[src/core/mdf_pkg.sv]
/*
  Constants and types shared by the multiply-divide unit and its helpers.
  Assumes a single microengine clock; one microcycle is one clock cycle.
*/
package mdf_pkg;

  // ==========================================================
  // Widths
  localparam int unsigned WORD_W = 24;
  localparam int unsigned ACC_W = 48;
  localparam int unsigned STAGE_W = 32;
  localparam int unsigned STAGE_FLAG_LSB = 24;
  localparam int unsigned STAGE_FLAG_W = 8;
  localparam int unsigned FRAC8_SHIFT = 16;
  localparam int unsigned FRAC16_SHIFT = 8;

  // ==========================================================
  // Timing: clock period in ns, operation lengths in microcycles including the start cycle
  localparam int unsigned CLK_PERIOD_NS = 10;
  localparam logic [3:0] DIV_CYCLES = 4'hd;
  localparam logic [3:0] MUL8_CYCLES = 4'h2;
  localparam logic [3:0] MUL16_CYCLES = 4'h3;
  localparam logic [3:0] MUL24_CYCLES = 4'h4;
  localparam logic [3:0] CNT_ONE = 4'h1;

  // ==========================================================
  // Result constants
  localparam logic [23:0] DIV_ZERO_QUOT = 24'hffffff;
  localparam logic [23:0] WORD_ZERO = 24'h000000;

  // ==========================================================
  // Operation and operand size encodings
  typedef enum logic [2:0] {
    MDF_OP_MULS = 3'h0,
    MDF_OP_MULU = 3'h1,
    MDF_OP_MACS = 3'h2,
    MDF_OP_MACU = 3'h3,
    MDF_OP_FMULS = 3'h4,
    MDF_OP_FMULU = 3'h5,
    MDF_OP_DIVU = 3'h6
  } mdf_op_e;

  typedef enum logic [1:0] {
    MDF_SZ_8 = 2'h0,
    MDF_SZ_16 = 2'h1,
    MDF_SZ_24 = 2'h2
  } mdf_size_e;

  // Branch flag group selection
  typedef enum logic [2:0] {
    MDF_GRP_ALU = 3'h0,
    MDF_GRP_MDU = 3'h1,
    MDF_GRP_STAGE = 3'h2,
    MDF_GRP_CHAN = 3'h3,
    MDF_GRP_SEM = 3'h4
  } mdf_grp_e;

  typedef enum logic [0:0] {
    MDF_ST_IDLE = 1'h0,
    MDF_ST_RUN = 1'h1
  } mdf_state_e;

endpackage

[src/core/mdf_product.sv]
/*
  Combinational product and accumulate arithmetic for the multiply-divide unit.
  Assumes operands stay stable while the caller samples the outputs.
*/
`timescale 1ns/10ps
`default_nettype none

module mdf_product (
  // Operation
  input wire mdf_pkg::mdf_op_e op,
  input wire mdf_pkg::mdf_size_e size,
  // Operands and accumulator
  input wire logic [23:0] first_operand,
  input wire logic [23:0] second_operand,
  input wire logic [47:0] acc,
  // Result
  output logic [47:0] result,
  output logic acc_overflow
);

  logic signed [24:0] a_ext;
  logic signed [24:0] b_ext;
  logic signed [49:0] prod;
  logic signed [49:0] sum;
  logic a_sgn;
  logic b_sgn;

  // ==========================================================
  // Operand extension: fractional ops take the second operand unsigned
  always_comb begin
    a_sgn = (op == mdf_pkg::MDF_OP_MULS) || (op == mdf_pkg::MDF_OP_MACS) ||
            (op == mdf_pkg::MDF_OP_FMULS);
    b_sgn = (op == mdf_pkg::MDF_OP_MULS) || (op == mdf_pkg::MDF_OP_MACS);
    a_ext = {a_sgn & first_operand[23], first_operand};
    b_ext = {b_sgn & second_operand[23], second_operand};
  end

  // ==========================================================
  // Product, fractional alignment and accumulate
  always_comb begin
    prod = a_ext * b_ext;
    if (op == mdf_pkg::MDF_OP_FMULS || op == mdf_pkg::MDF_OP_FMULU) begin
      // Integer part lands in the high word, fraction over 2^24 in the low word
      if (size == mdf_pkg::MDF_SZ_8) begin
        prod = prod <<< mdf_pkg::FRAC8_SHIFT;
      end else if (size == mdf_pkg::MDF_SZ_16) begin
        prod = prod <<< mdf_pkg::FRAC16_SHIFT;
      end
      // Size 24 is the ordinary multiply
    end
    sum = prod;
    acc_overflow = 1'b0;
    if (op == mdf_pkg::MDF_OP_MACS) begin
      sum = prod + {{2{acc[47]}}, acc};
      acc_overflow = (sum[49:47] != {3{sum[47]}});
    end else if (op == mdf_pkg::MDF_OP_MACU) begin
      sum = prod + {2'b00, acc};
      acc_overflow = (sum[49:48] != 2'b00);
    end
    result = sum[47:0];
  end

endmodule
`default_nettype wire

[src/core/mdf_divider.sv]
/*
  Restoring unsigned divider, two quotient bits per edge; the start edge
  does the first pair, so 24 bits are done eleven edges after start.
  Assumes the caller pulses start once and then issues step enables.
*/
`timescale 1ns/10ps
`default_nettype none

module mdf_divider (
  // Clock and reset
  input wire logic core_clk,
  input wire logic rstn,
  // Control
  input wire logic start,
  input wire logic step,
  // Operands
  input wire logic [23:0] dividend,
  input wire logic [23:0] divisor,
  // Results
  output logic [23:0] quotient,
  output logic [23:0] remainder
);

  logic [23:0] dsr;
  logic [23:0] q_src;
  logic [23:0] r_src;
  logic [23:0] d_src;
  logic [24:0] trial_a;
  logic [24:0] trial_b;
  logic [23:0] q_a;
  logic [23:0] r_a;
  logic [23:0] q_b;
  logic [23:0] r_b;

  // Two restoring steps per edge; one divide fits in thirteen microcycles
  always_comb begin
    q_src = start ? dividend : quotient;
    r_src = start ? 24'h000000 : remainder;
    d_src = start ? divisor : dsr;
    trial_a = {r_src, q_src[23]} - {1'b0, d_src};
    r_a = trial_a[24] ? {r_src[22:0], q_src[23]} : trial_a[23:0];
    q_a = {q_src[22:0], ~trial_a[24]};
    trial_b = {r_a, q_a[23]} - {1'b0, d_src};
    r_b = trial_b[24] ? {r_a[22:0], q_a[23]} : trial_b[23:0];
    q_b = {q_a[22:0], ~trial_b[24]};
  end

  // ==========================================================
  // Shift-subtract state
  always_ff @(posedge core_clk or negedge rstn) begin
    if (!rstn) begin
      quotient <= 24'h000000;
      remainder <= 24'h000000;
      dsr <= 24'h000000;
    end else if (start) begin
      quotient <= q_b;
      remainder <= r_b;
      dsr <= divisor;
    end else if (step) begin
      quotient <= q_b;
      remainder <= r_b;
    end
  end

endmodule
`default_nettype wire

[src/core/mdf_unit.sv]
/*
  Multiply, fractional multiply and divide unit with its five flags and the
  branch condition selector for the microengine.
  Assumes one start per operation from the sequencer, and that the alu,
  channel and staging register flags come from same-clock logic.
*/
`timescale 1ns/10ps
`default_nettype none

module mdf_unit (
  // Clock and reset
  input wire logic core_clk,
  input wire logic rstn,
  // Operation start from the sequencer
  input wire logic start,
  input wire mdf_pkg::mdf_op_e op,
  input wire mdf_pkg::mdf_size_e size,
  input wire logic [23:0] first_operand,
  input wire logic [23:0] second_operand,
  // Thread control
  input wire logic thread_start,
  input wire logic thread_end,
  // Semaphore results
  input wire logic sem_lock_try,
  input wire logic sem_lock_won,
  input wire logic sem_free,
  // Branch inputs
  input wire mdf_pkg::mdf_grp_e branch_group,
  input wire logic [2:0] branch_bit,
  input wire logic [3:0] alu_flags,
  input wire logic [7:0] chan_flags,
  input wire logic [31:0] staging_register,
  // Results
  output logic [23:0] result_high_word,
  output logic [23:0] result_low_word,
  // Flags
  output logic muldiv_carry_flag,
  output logic muldiv_zero_flag,
  output logic muldiv_overflow_flag,
  output logic muldiv_negative_flag,
  output logic muldiv_busy_flag,
  output logic semaphore_locked_flag,
  output logic branch_cond
);

  mdf_pkg::mdf_state_e state;
  mdf_pkg::mdf_op_e cur_op;
  mdf_pkg::mdf_size_e cur_size;
  logic [23:0] a_hold;
  logic [23:0] b_hold;
  logic [3:0] remain;
  logic [3:0] next_remain;
  logic [47:0] prod_result;
  logic prod_ovf;
  logic [23:0] div_quot;
  logic [23:0] div_rem;
  logic finish;
  logic is_div;
  logic is_mac;
  logic [47:0] fin_result;

  // ==========================================================
  // Arithmetic helpers
  mdf_product u_product (
    .op(cur_op),
    .size(cur_size),
    .first_operand(a_hold),
    .second_operand(b_hold),
    .acc({result_high_word, result_low_word}),
    .result(prod_result),
    .acc_overflow(prod_ovf)
  );

  mdf_divider u_divider (
    .core_clk(core_clk),
    .rstn(rstn),
    .start(start && !thread_end && op == mdf_pkg::MDF_OP_DIVU),
    .step(state == mdf_pkg::MDF_ST_RUN && cur_op == mdf_pkg::MDF_OP_DIVU),
    .dividend(first_operand),
    .divisor(second_operand),
    .quotient(div_quot),
    .remainder(div_rem)
  );

  // ==========================================================
  // Operation length including the start cycle
  always_comb begin
    if (op == mdf_pkg::MDF_OP_DIVU) begin
      next_remain = mdf_pkg::DIV_CYCLES - mdf_pkg::CNT_ONE;
    end else if (op == mdf_pkg::MDF_OP_MACS || op == mdf_pkg::MDF_OP_MACU) begin
      next_remain = mdf_pkg::MUL24_CYCLES - mdf_pkg::CNT_ONE;
    end else begin
      case (size)
        mdf_pkg::MDF_SZ_8: next_remain = mdf_pkg::MUL8_CYCLES - mdf_pkg::CNT_ONE;
        mdf_pkg::MDF_SZ_16: next_remain = mdf_pkg::MUL16_CYCLES - mdf_pkg::CNT_ONE;
        default: next_remain = mdf_pkg::MUL24_CYCLES - mdf_pkg::CNT_ONE;
      endcase
    end
  end

  assign finish = (state == mdf_pkg::MDF_ST_RUN) && (remain == mdf_pkg::CNT_ONE) && !thread_end;
  assign is_div = (cur_op == mdf_pkg::MDF_OP_DIVU);
  assign is_mac = (cur_op == mdf_pkg::MDF_OP_MACS) || (cur_op == mdf_pkg::MDF_OP_MACU);

  // ==========================================================
  // Sequencer of the unit
  always_ff @(posedge core_clk or negedge rstn) begin
    if (!rstn) begin
      state <= mdf_pkg::MDF_ST_IDLE;
      remain <= 4'h0;
      cur_op <= mdf_pkg::MDF_OP_MULU;
      cur_size <= mdf_pkg::MDF_SZ_8;
      a_hold <= 24'h000000;
      b_hold <= 24'h000000;
    end else if (thread_end) begin
      state <= mdf_pkg::MDF_ST_IDLE;
      remain <= 4'h0;
    end else if (start) begin
      state <= mdf_pkg::MDF_ST_RUN;
      remain <= next_remain;
      cur_op <= op;
      cur_size <= size;
      a_hold <= first_operand;
      b_hold <= second_operand;
    end else begin
      case (state)
        mdf_pkg::MDF_ST_IDLE: begin
          remain <= 4'h0;
        end
        mdf_pkg::MDF_ST_RUN: begin
          if (remain == mdf_pkg::CNT_ONE) begin
            state <= mdf_pkg::MDF_ST_IDLE;
          end
          remain <= remain - mdf_pkg::CNT_ONE;
        end
        default: begin
          state <= mdf_pkg::MDF_ST_IDLE;
        end
      endcase
    end
  end

  // Busy while executing, false in the final microcycle
  assign muldiv_busy_flag = (state == mdf_pkg::MDF_ST_RUN) && (remain != mdf_pkg::CNT_ONE);

  // ==========================================================
  // Result words
  always_comb begin
    if (is_div) begin
      fin_result = {div_rem, (b_hold == mdf_pkg::WORD_ZERO) ? mdf_pkg::DIV_ZERO_QUOT : div_quot};
    end else begin
      fin_result = prod_result;
    end
  end

  always_ff @(posedge core_clk or negedge rstn) begin
    if (!rstn) begin
      result_high_word <= 24'h000000;
      result_low_word <= 24'h000000;
    end else if (finish) begin
      result_high_word <= fin_result[47:24];
      result_low_word <= fin_result[23:0];
    end
  end

  // ==========================================================
  // Flags: updated only at completion, untouched by thread start
  always_ff @(posedge core_clk or negedge rstn) begin
    if (!rstn) begin
      muldiv_carry_flag <= 1'b0;
      muldiv_zero_flag <= 1'b0;
      muldiv_overflow_flag <= 1'b0;
      muldiv_negative_flag <= 1'b0;
    end else if (finish) begin
      muldiv_negative_flag <= fin_result[47];
      if (is_div) begin
        muldiv_carry_flag <= 1'b0;
        muldiv_zero_flag <= (fin_result[23:0] == mdf_pkg::WORD_ZERO);
        muldiv_overflow_flag <= (b_hold == mdf_pkg::WORD_ZERO);
      end else begin
        muldiv_zero_flag <= (fin_result == 48'h000000000000);
        if (cur_op == mdf_pkg::MDF_OP_MACS) begin
          muldiv_overflow_flag <= muldiv_overflow_flag | prod_ovf;
        end else if (cur_op == mdf_pkg::MDF_OP_MACU) begin
          muldiv_carry_flag <= muldiv_carry_flag | prod_ovf;
        end else begin
          muldiv_carry_flag <= 1'b0;
          muldiv_overflow_flag <= 1'b0;
        end
      end
    end
  end

  // ==========================================================
  // Semaphore lock condition, per thread
  always_ff @(posedge core_clk or negedge rstn) begin
    if (!rstn) begin
      semaphore_locked_flag <= 1'b0;
    end else if (thread_start || thread_end || sem_free) begin
      semaphore_locked_flag <= 1'b0;
    end else if (sem_lock_try) begin
      semaphore_locked_flag <= sem_lock_won;
    end
  end

  // ==========================================================
  // Branch condition selection
  always_comb begin
    case (branch_group)
      mdf_pkg::MDF_GRP_ALU: branch_cond = alu_flags[branch_bit[1:0]];
      mdf_pkg::MDF_GRP_MDU: begin
        case (branch_bit)
          3'h0: branch_cond = muldiv_carry_flag;
          3'h1: branch_cond = muldiv_zero_flag;
          3'h2: branch_cond = muldiv_overflow_flag;
          3'h3: branch_cond = muldiv_negative_flag;
          default: branch_cond = muldiv_busy_flag;
        endcase
      end
      mdf_pkg::MDF_GRP_STAGE: branch_cond = staging_register[mdf_pkg::STAGE_FLAG_LSB + 32'(branch_bit)];
      mdf_pkg::MDF_GRP_CHAN: branch_cond = chan_flags[branch_bit];
      mdf_pkg::MDF_GRP_SEM: branch_cond = semaphore_locked_flag;
      default: branch_cond = 1'b0;
    endcase
  end

  // ==========================================================
  // Checks
  // Microcycles since a divide was taken, counted apart from the sequencer
  logic [3:0] div_age;

  always_ff @(posedge core_clk or negedge rstn) begin
    if (!rstn) begin
      div_age <= 4'h0;
    end else if (start && !thread_end && op == mdf_pkg::MDF_OP_DIVU) begin
      div_age <= mdf_pkg::CNT_ONE;
    end else if (start || thread_end) begin
      div_age <= 4'h0;
    end else if (div_age != 4'h0) begin
      div_age <= div_age + mdf_pkg::CNT_ONE;
    end
  end

  a_busy_after_start: assert property (@(posedge core_clk) disable iff (!rstn)
    start && !thread_end && op != mdf_pkg::MDF_OP_DIVU && size == mdf_pkg::MDF_SZ_16
      |=> muldiv_busy_flag ##1 !muldiv_busy_flag)
    else $error("busy flag timing wrong for 16-bit multiply");
  a_div_length: assert property (@(posedge core_clk) disable iff (!rstn)
    div_age != 4'h0 |-> finish == (div_age == mdf_pkg::DIV_CYCLES - mdf_pkg::CNT_ONE))
    else $error("divide did not take thirteen microcycles");
  a_mul8_length: assert property (@(posedge core_clk) disable iff (!rstn)
    start && !thread_end && op == mdf_pkg::MDF_OP_MULU && size == mdf_pkg::MDF_SZ_8
      |=> !muldiv_busy_flag && state == mdf_pkg::MDF_ST_RUN)
    else $error("8-bit multiply length wrong");
  a_end_aborts: assert property (@(posedge core_clk) disable iff (!rstn)
    thread_end |=> state == mdf_pkg::MDF_ST_IDLE && $stable(result_low_word))
    else $error("thread end did not abort operation");
  a_div_zero: assert property (@(posedge core_clk) disable iff (!rstn)
    finish && is_div && b_hold == mdf_pkg::WORD_ZERO
      |=> muldiv_overflow_flag && result_low_word == mdf_pkg::DIV_ZERO_QUOT)
    else $error("divide by zero result wrong");
  a_div_flags: assert property (@(posedge core_clk) disable iff (!rstn)
    finish && is_div |=> !muldiv_carry_flag
      && muldiv_negative_flag == result_high_word[23]
      && muldiv_zero_flag == (result_low_word == mdf_pkg::WORD_ZERO))
    else $error("divide flags wrong");
  a_mul_no_ovf: assert property (@(posedge core_clk) disable iff (!rstn)
    finish && !is_div && !is_mac |=> !muldiv_overflow_flag && !muldiv_carry_flag)
    else $error("multiply set carry or overflow");
  a_mul_zero: assert property (@(posedge core_clk) disable iff (!rstn)
    finish && !is_div |=> muldiv_zero_flag == ({result_high_word, result_low_word} == 48'h0)
      && muldiv_negative_flag == result_high_word[23])
    else $error("multiply zero or negative flag wrong");
  a_sem_clear: assert property (@(posedge core_clk) disable iff (!rstn)
    sem_free |=> !semaphore_locked_flag)
    else $error("semaphore flag not cleared by free");
  a_mac_sticky: assert property (@(posedge core_clk) disable iff (!rstn)
    finish && cur_op == mdf_pkg::MDF_OP_MACS && muldiv_overflow_flag |=> muldiv_overflow_flag)
    else $error("accumulate overflow flag was cleared");

  c_div_done: cover property (@(posedge core_clk) finish && is_div);
  c_mac_ovf: cover property (@(posedge core_clk) finish && is_mac && prod_ovf);
  c_abort: cover property (@(posedge core_clk) thread_end && state == mdf_pkg::MDF_ST_RUN);
  c_frac: cover property (@(posedge core_clk) finish && cur_op == mdf_pkg::MDF_OP_FMULU);

endmodule
`default_nettype wire

[config.mk]
export PLATFORM = sky130hd
export DESIGN_NAME = mdf_unit
export DESIGN_NICKNAME = d
export VERILOG_FILES = /design/src/core/mdf_pkg.sv /design/src/core/mdf_product.sv /design/src/core/mdf_divider.sv /design/src/core/mdf_unit.sv
export SDC_FILE = /design/constraint.sdc
export NUM_CORES = 2
export LEC_CHECK = 0
export ABC_AREA = 1
export BUFFER_PORTS_ARGS = -buffer_cell sky130_fd_sc_hd__buf_2
export CORE_MARGIN = 4
export CORE_UTILIZATION = 42
export CTS_CLUSTER_DIAMETER = 30
export DETAILED_ROUTE_END_ITERATION = 10
export PLACE_DENSITY = 0.7
export SYNTH_ARGS = -nofsm -noshare
export SYNTH_HDL_FRONTEND = slang
export SYNTH_SLANG_ARGS = --single-unit
[constraint.sdc]
create_clock -name core_clk -period 9.4 [get_ports core_clk]
set_input_delay 2.82 -clock core_clk [delete_from_list [all_inputs] [get_ports core_clk]]
set_output_delay 2.82 -clock core_clk [all_outputs]
set_load 0.005 [all_outputs]
Word level (Yosys, flattened, before mapping)
Index checks and enable logic that the tools add are counted.
- input bits: 111
- register bits after elaboration: 183
- order comparisons: 3
- eq/ne operators: 22
- $mul: 1
- add/sub/neg operators: 6
- muxes and demuxes: 45
- reduce and logical (&&, ||, !) cells: 27
- bitwise logic cells: 8
- operator list (operator ; number):
    $mux 24 ; 10
    $mux 50 ; 3
    $mux 48 ; 3
    $add 50x48->50 ; 1
    $add 50x50->50 ; 1
    $mul 25x25->50 ; 1
    $sub 25x24->25 ; 2
    $logic_not 24->1 ; 2
    $logic_not 48->1 ; 1
    $eq 3x2->1 const B ; 8
    $mux 1 ; 18
    $mux 4 ; 4
    $eq 3x3->1 const B ; 5
    $logic_not 3->1 ; 3
    $pmux 4 s2 ; 1
    $add 5x3->6 const A ; 1
    $eq 3x1->1 const B ; 2
    $logic_and 1x1->1 ; 6
    $logic_or 1x1->1 ; 6
    $lt 6x6->1 const B ; 1
    $reduce_and 2->1 ; 3
    $reduce_bool 2->1 ; 3
    $bmux 1 s5 ; 1
    $pmux 1 s5 ; 1
    other kinds (18) ; 25

Longest topological paths before layout
- depth in word-level cells: 16
- mapped depth: 58

By module
From an unflattened synthesis, not the netlist that was laid out.
- cell total of the unflattened synthesis: 5532
- area, all modules: 40563.9 µm²
- by module, submodules not included (module ; cells an instance ; instances ; area an instance (µm²)):
    mdf_product ; 3823 ; 1 ; 28155.8
    mdf_divider ; 1069 ; 1 ; 6927.9
    mdf_unit ; 640 ; 1 ; 5480.3

Worst setup path after synthesis
No wires, ideal clock.
- kind: register to register
- start: register cur_op[2]
- end: register muldiv_overflow_flag
- data arrival time: 8639 ps
- data required time: 9327 ps
- slack: 688 ps
- stages on the path, launching flop included: 42
- path through: dfrtp_1 -> nand2_1 -> inv_1 -> nor2_1 -> nand2_1 -> inv_1 -> clkbuf_1 -> nand2_1 -> fa_1 -> fa_1 -> fa_1 -> inv_1 -> fa_1 -> fa_1 -> fa_1 -> fa_1 -> ha_1 -> inv_1 -> (+6 left out) -> nand3_1 -> nand2_1 -> inv_1 -> ha_1 -> nand2_1 -> nor2_1 -> inv_1 -> nor4_1 -> nand3_1 -> nand3_1 -> nand2_1 -> a31oi_1 -> inv_1 -> nand3_1 -> nand3_1 -> nand4_2 -> nand2_2 -> a21oi_2
- word-level cells in the longest chain between the ends: 15
- elaborated cells on any way between the ends: 26
- ends and longest elaborated chain (what ; RTL line ; RTL):
    start, declared ; mdf_unit.sv:47 ; mdf_pkg::mdf_op_e cur_op;
    start signal, assigned ; mdf_unit.sv:111 ; cur_op <= mdf_pkg::MDF_OP_MULU;
    start signal, assigned ; mdf_unit.sv:121 ; cur_op <= op;
    $eq 3x2->1 / $logic_not 3->1 (equally long branches) ; n/a ;
    $logic_or 1x1->1 ; mdf_product.sv:31, mdf_product.sv:33 ;
    $logic_or 1x1->1 ; mdf_product.sv:31 ; a_sgn = (op == mdf_pkg::MDF_OP_MULS) || (op == mdf_pkg::MDF_OP_MACS) ||
    $and 1x1->1 ; mdf_product.sv:34 ; a_ext = {a_sgn & first_operand[23], first_operand};
    $mul 25x25->50 ; mdf_product.sv:41 ; prod = a_ext * b_ext;
    $mux 50 ; mdf_product.sv:46 ; end else if (size == mdf_pkg::MDF_SZ_16) begin
    $mux 50 ; mdf_product.sv:44 ; if (size == mdf_pkg::MDF_SZ_8) begin
    $mux 50 ; mdf_product.sv:42 ; if (op == mdf_pkg::MDF_OP_FMULS || op == mdf_pkg::MDF_OP_FMULU) begin
    $add 50x48->50 ; mdf_product.sv:57 ; sum = prod + {2'b00, acc};
    $reduce_bool 2->1 ; mdf_product.sv:58 ; acc_overflow = (sum[49:48] != 2'b00);
    $mux 1 ; mdf_product.sv:56 ; end else if (op == mdf_pkg::MDF_OP_MACU) begin
    $mux 1 ; mdf_product.sv:53 ; if (op == mdf_pkg::MDF_OP_MACS) begin
    $or 1x1->1 ; mdf_unit.sv:183 ; muldiv_overflow_flag <= muldiv_overflow_flag | prod_ovf;
    $mux 1 ; mdf_unit.sv:182 ; if (cur_op == mdf_pkg::MDF_OP_MACS) begin
    $mux 1 ; mdf_unit.sv:176 ; if (is_div) begin
    end signal, assigned ; mdf_unit.sv:179 ; muldiv_overflow_flag <= (b_hold == mdf_pkg::WORD_ZERO);
    end signal, assigned ; mdf_unit.sv:183 ;
    end, declared ; mdf_unit.sv:39 ; output logic muldiv_overflow_flag,
Parallel ways exist; a longest one is shown, timed or not.
A chain may end at the register's enable or synchronous reset.

Worst setup path after layout
- start: register cur_op[2]
- end: register muldiv_zero_flag
- word-level cells in the longest chain between the ends: 14
- elaborated cells on any way between the ends: 23
- ends and longest elaborated chain (what ; RTL line ; RTL):
    $eq 3x2->1 / $logic_not 3->1 (equally long branches) ; mdf_product.sv:31, mdf_product.sv:33, mdf_product.sv:53 ;
    $logic_or 1x1->1 ; mdf_product.sv:31, mdf_product.sv:33 ;
    $logic_or 1x1->1 ; mdf_product.sv:31 ;
    $and 1x1->1 ; mdf_product.sv:34 ;
    $mul 25x25->50 ; mdf_product.sv:41 ;
    $mux 50 ; mdf_product.sv:46 ;
    $mux 50 ; mdf_product.sv:44 ;
    $mux 50 ; mdf_product.sv:42 ;
    $add 50x48->50 ; mdf_product.sv:57 ;
    $mux 48 ; mdf_product.sv:56 ;
    $mux 48 ; mdf_product.sv:53 ;
    $mux 48 ; mdf_unit.sv:149 ; if (is_div) begin
    $logic_not 48->1 ; mdf_unit.sv:181 ; muldiv_zero_flag <= (fin_result == 48'h000000000000);
    $mux 1 * ; mdf_unit.sv:176 ;
    end signal, assigned ; mdf_unit.sv:178 ; muldiv_zero_flag <= (fin_result[23:0] == mdf_pkg::WORD_ZERO);
    end signal, assigned ; mdf_unit.sv:181 ;
    end, declared ; mdf_unit.sv:38 ; output logic muldiv_zero_flag,
Mark *: on every way between the ends. The rest lies on a longest branch, timed or not.

==> parameters.txt <==
Parameter                              Value

Floorplan
  I/O pins ... 166
  Core Rows ... 115
  Initial standard-cell utilization of the core ... 0.423
  Horizontal extent of the die ... 323 um
  Core ar. ... 0.0983 mm^2
  Die height ... 323 um
  Die area ... 0.104 mm^2

Synthesis
  Number of nets in the synthesized netlist ... 6907
  Share of async-settable or async-resettable flops after synthesis ... 1.00
  Synth area leaders ... sky130_fd_sc_hd__fa_1 32%, sky130_fd_sc_hd__nand2_1 15%, sky130_fd_sc_hd__inv_1 12%
  Proportion of netlist area held by the largest area contributor ... 0.318
  Proportion of synthesized chip area in sequential cells ... 0.110
  Most instantiated library cell after synthesis ... sky130_fd_sc_hd__nand2_1
  Syn Area/Cell ... 7.05 um^2
  Most instantiated cells after synthesis ... 1701 x sky130_fd_sc_hd__nand2_1, 1379 x sky130_fd_sc_hd__inv_1, 661 x sky130_fd_sc_hd__fa_1
  Number of distinct library cell variants in the gate-level netlist after synthesis ... 70
  Commonest register cell after synthesis ... sky130_fd_sc_hd__dfrtp_1
  Synth Instances ... 5894
  Syn. warnings ... 0
  EDFF count, synth ... 0
  Post-synthesis cell area ... 0.0415 mm^2
  Leading area contributor after synthesis ... sky130_fd_sc_hd__fa_1
  Number of flip-flops and latches in the synthesized netlist ... 182

Timing
  Max-slew violations ... 0
  Share of the cycle needed by the critical path after routing ... 0.961
  Final clock skew ... 0.0287 ns
  Final critical delay including setup and external delays ... 9.04 ns
  Final hold slack ... 0.497 ns
  Measured slew at the worst slew-check pin ... 1.12 ns
  Unrepaired setup endpoints after global routing ... yes
  Upper clock frequency limit ... 111 MHz
  Max-slew headroom ... 0.246
  Setup-violating endpoint count in the final report ... 0
  Total count of hold-check failures in the final report ... 0

Route
  DRT Pass-1 Iters ... 8
  Drt first-iter violations ... 3235
  Count of vias placed by the detailed router ... 38900
  Via/cell ratio ... 5.18
  Remaining design rule violation count ... 0
  Detailed Route WL ... 140 mm
  DRT antenna net count ... 0
  Wirelength per Cell ... 18.7 um

Worst setup path
  Worst setup EP type ... register
  Highest net fanout along the worst path ... 5
  Type of origin of the critical path ... register
  Worst endpoint data arrival time ... 9.48 ns
  Cell with the biggest individual delay on the critical path ... sky130_fd_sc_hd__fa_2
  Critical path type ... reg -> reg
  Critical path's largest stage delay ... 0.57 ns
  Req. time, crit path ... 9.84 ns

Layout
  Fillcell total ... 9705
  Final net count ... 7219
  Growth of design area from synthesis to finish ... 16.0%
  Final core area utilization ... 0.490
  Ratio of cells with drive above 1 in the final layout ... 0.163

GRT
  All-layer global routing usage ... 0.273
  Pin count of the biggest net entering global routing ... 81
  Antenna violations before repair ... 3
  Global-route wire length before repair ... 219 mm
  Total gr overflow ... 0
  Via count of the first global-routing pass ... 39800

Placement
  HPWL after detailed placement ... 118 mm
  Final weighted congestion of routability-driven global placement ... 1.02
  IO buf count ... 141

CTS
  Clock tree from TritonCTS ... yes
  TritonCTS Buffers ... 17
  Clock sink total ... 182
  Root Buffer ... sky130_fd_sc_hd__clkbuf_16
  Buffer levels on the longest clock path ... 2
  CTS H-tree lvls ... 4
  Worst-Skew Late Latency ... 0.52 ns
  Post-CTS clock slew at the launch and capture registers of the worst setup and hold paths ... 0.08 ns

Worst hold path
  Type of the tightest min-delay check ... reg -> reg

Outcome
  Run status ... complete, no violations

Job
  Max Cap Violations ... 0
worst max-delay path, delay by kind of cell, from the launching register on:
family | cells | cell delay (ns)
buffers and inverters | 16 | 1.38
DFF | 1 | 0.40
AOI/OAI and AO/OA | 5 | 0.70
adders and majority gates | 9 | 4.09
and+or+nand+nor | 24 | 2.38
metrics by stage:
| step | TNS [ns] | std cells | cell area [um^2] | setup slack [ns] |
|---|---|---|---|---|
| finish | 0 | 7507 | 48200 | 0.364 |
| global route | -0.0784 | 7506 | 48200 | -0.0784 |
| CTS | 0 | 7494 | 47000 | 0.000710 |
| detailed placement | -0.734 | 7462 | 46100 | -0.337 |
| global placement | -0.264 | 7462 | 46100 | -0.223 |
| floorplan | 0 | 5894 | 41500 | 0.688 |
flip-flops by register name, summed over array words and instances (netlist names):
name / cells
a_hold: 24
b_hold: 24
result_high_word: 24
result_low_word: 24
u_divider.dsr: 24
u_divider.quotient: 24
u_divider.remainder: 24
remain: 4
cur_op: 3
cur_size: 2
muldiv_carry_flag: 1
muldiv_overflow_flag: 1
muldiv_zero_flag: 1
semaphore_locked_flag: 1
state: 1
final timing paths:
path                                              startpoint                           endpoint  slack (ns)  cells after the start
min in group asynchronous                               rstn    result_high_word[9]$_DFFE_PN0P_        2.33                      1
hold / removal             u_divider.quotient[3]$_DFFE_PN0P_  u_divider.quotient[3]$_DFFE_PN0P_        0.50                      2
hold reg to reg            u_divider.quotient[3]$_DFFE_PN0P_  u_divider.quotient[3]$_DFFE_PN0P_        0.50                      2
max in group asynchronous                               rstn              a_hold[6]$_DFFE_PN0P_        5.62                      2
setup / recovery                       cur_op[2]$_DFFE_PN0P_       muldiv_zero_flag$_DFFE_PN0P_        0.36                     54
setup reg to reg                       cur_op[2]$_DFFE_PN0P_       muldiv_zero_flag$_DFFE_PN0P_        0.36                     54
area by class of cell:
| cell class | count | area [um^2] | area share |
|---|---|---|---|
| Antenna cell | 1 | 2.50 | 0.0000519 |
| Sequential cell | 182 | 4590 | 0.0952 |
| Inverter | 1392 | 5230 | 0.108 |
| Clock inverter | 15 | 208 | 0.00431 |
| Multi-Input combinational cell | 4084 | 32100 | 0.666 |
| Tap cell | 1287 | 1610 | 0.0334 |
| Timing Repair Buffer | 529 | 4040 | 0.0839 |
| Clock buffer | 17 | 425 | 0.00883 |
cells by family (layout without fill, tap and decap cells):
| logic type | after synthesis | count (layout) | synth area share |
|---|---|---|---|
| adder cells (fa/ha/maj) | 902 | 902 | 0.391 |
| flip-flops | 182 | 182 | 0.110 |
| buffers and inverters | 1628 | 1953 | 0.149 |
| AO/OA/AOI/OAI | 562 | 562 | 0.0771 |
| AND/OR/NAND/NOR | 2553 | 2553 | 0.259 |
| other | 0 | 1 | 0 |
| XOR/XNOR | 67 | 67 | 0.0141 |
metal layers:
metal / global-route usage / vias up / share of wire
met5: 0 / - / 0.000093
met4: 0.127 / 2 / 0.054
met3: 0.0358 / 335 / 0.071
met2: 0.464 / 1435 / 0.48
met1: 0.346 / 18900 / 0.40
li1: - / 18200 / -
placed cells by master (no fill, tap or decap), drive strengths merged, types with 12 or more instances in the layout:
master,n
a21oi,173
dfrtp,181
o21ai,257
ha,241
nor3,23
xnor2,27
inv,1398
nand3,353
nand4,54
clkbuf,18
fa,661
nand2,1727
nor2,359
o21bai,25
buf,528
xor2,40
or2,12
o211ai,16
a31oi,42
timing repair:
item,CTS,global route
setup endpoints to repair,3,18
setup buffers,0,12
hold buffers,0,0
pin swaps,7,66
gates resized for setup,73,300
Power is left out: the tool's default activity adds up to more than one toggle a clock period on the data nets, which glitch-free logic cannot reach.
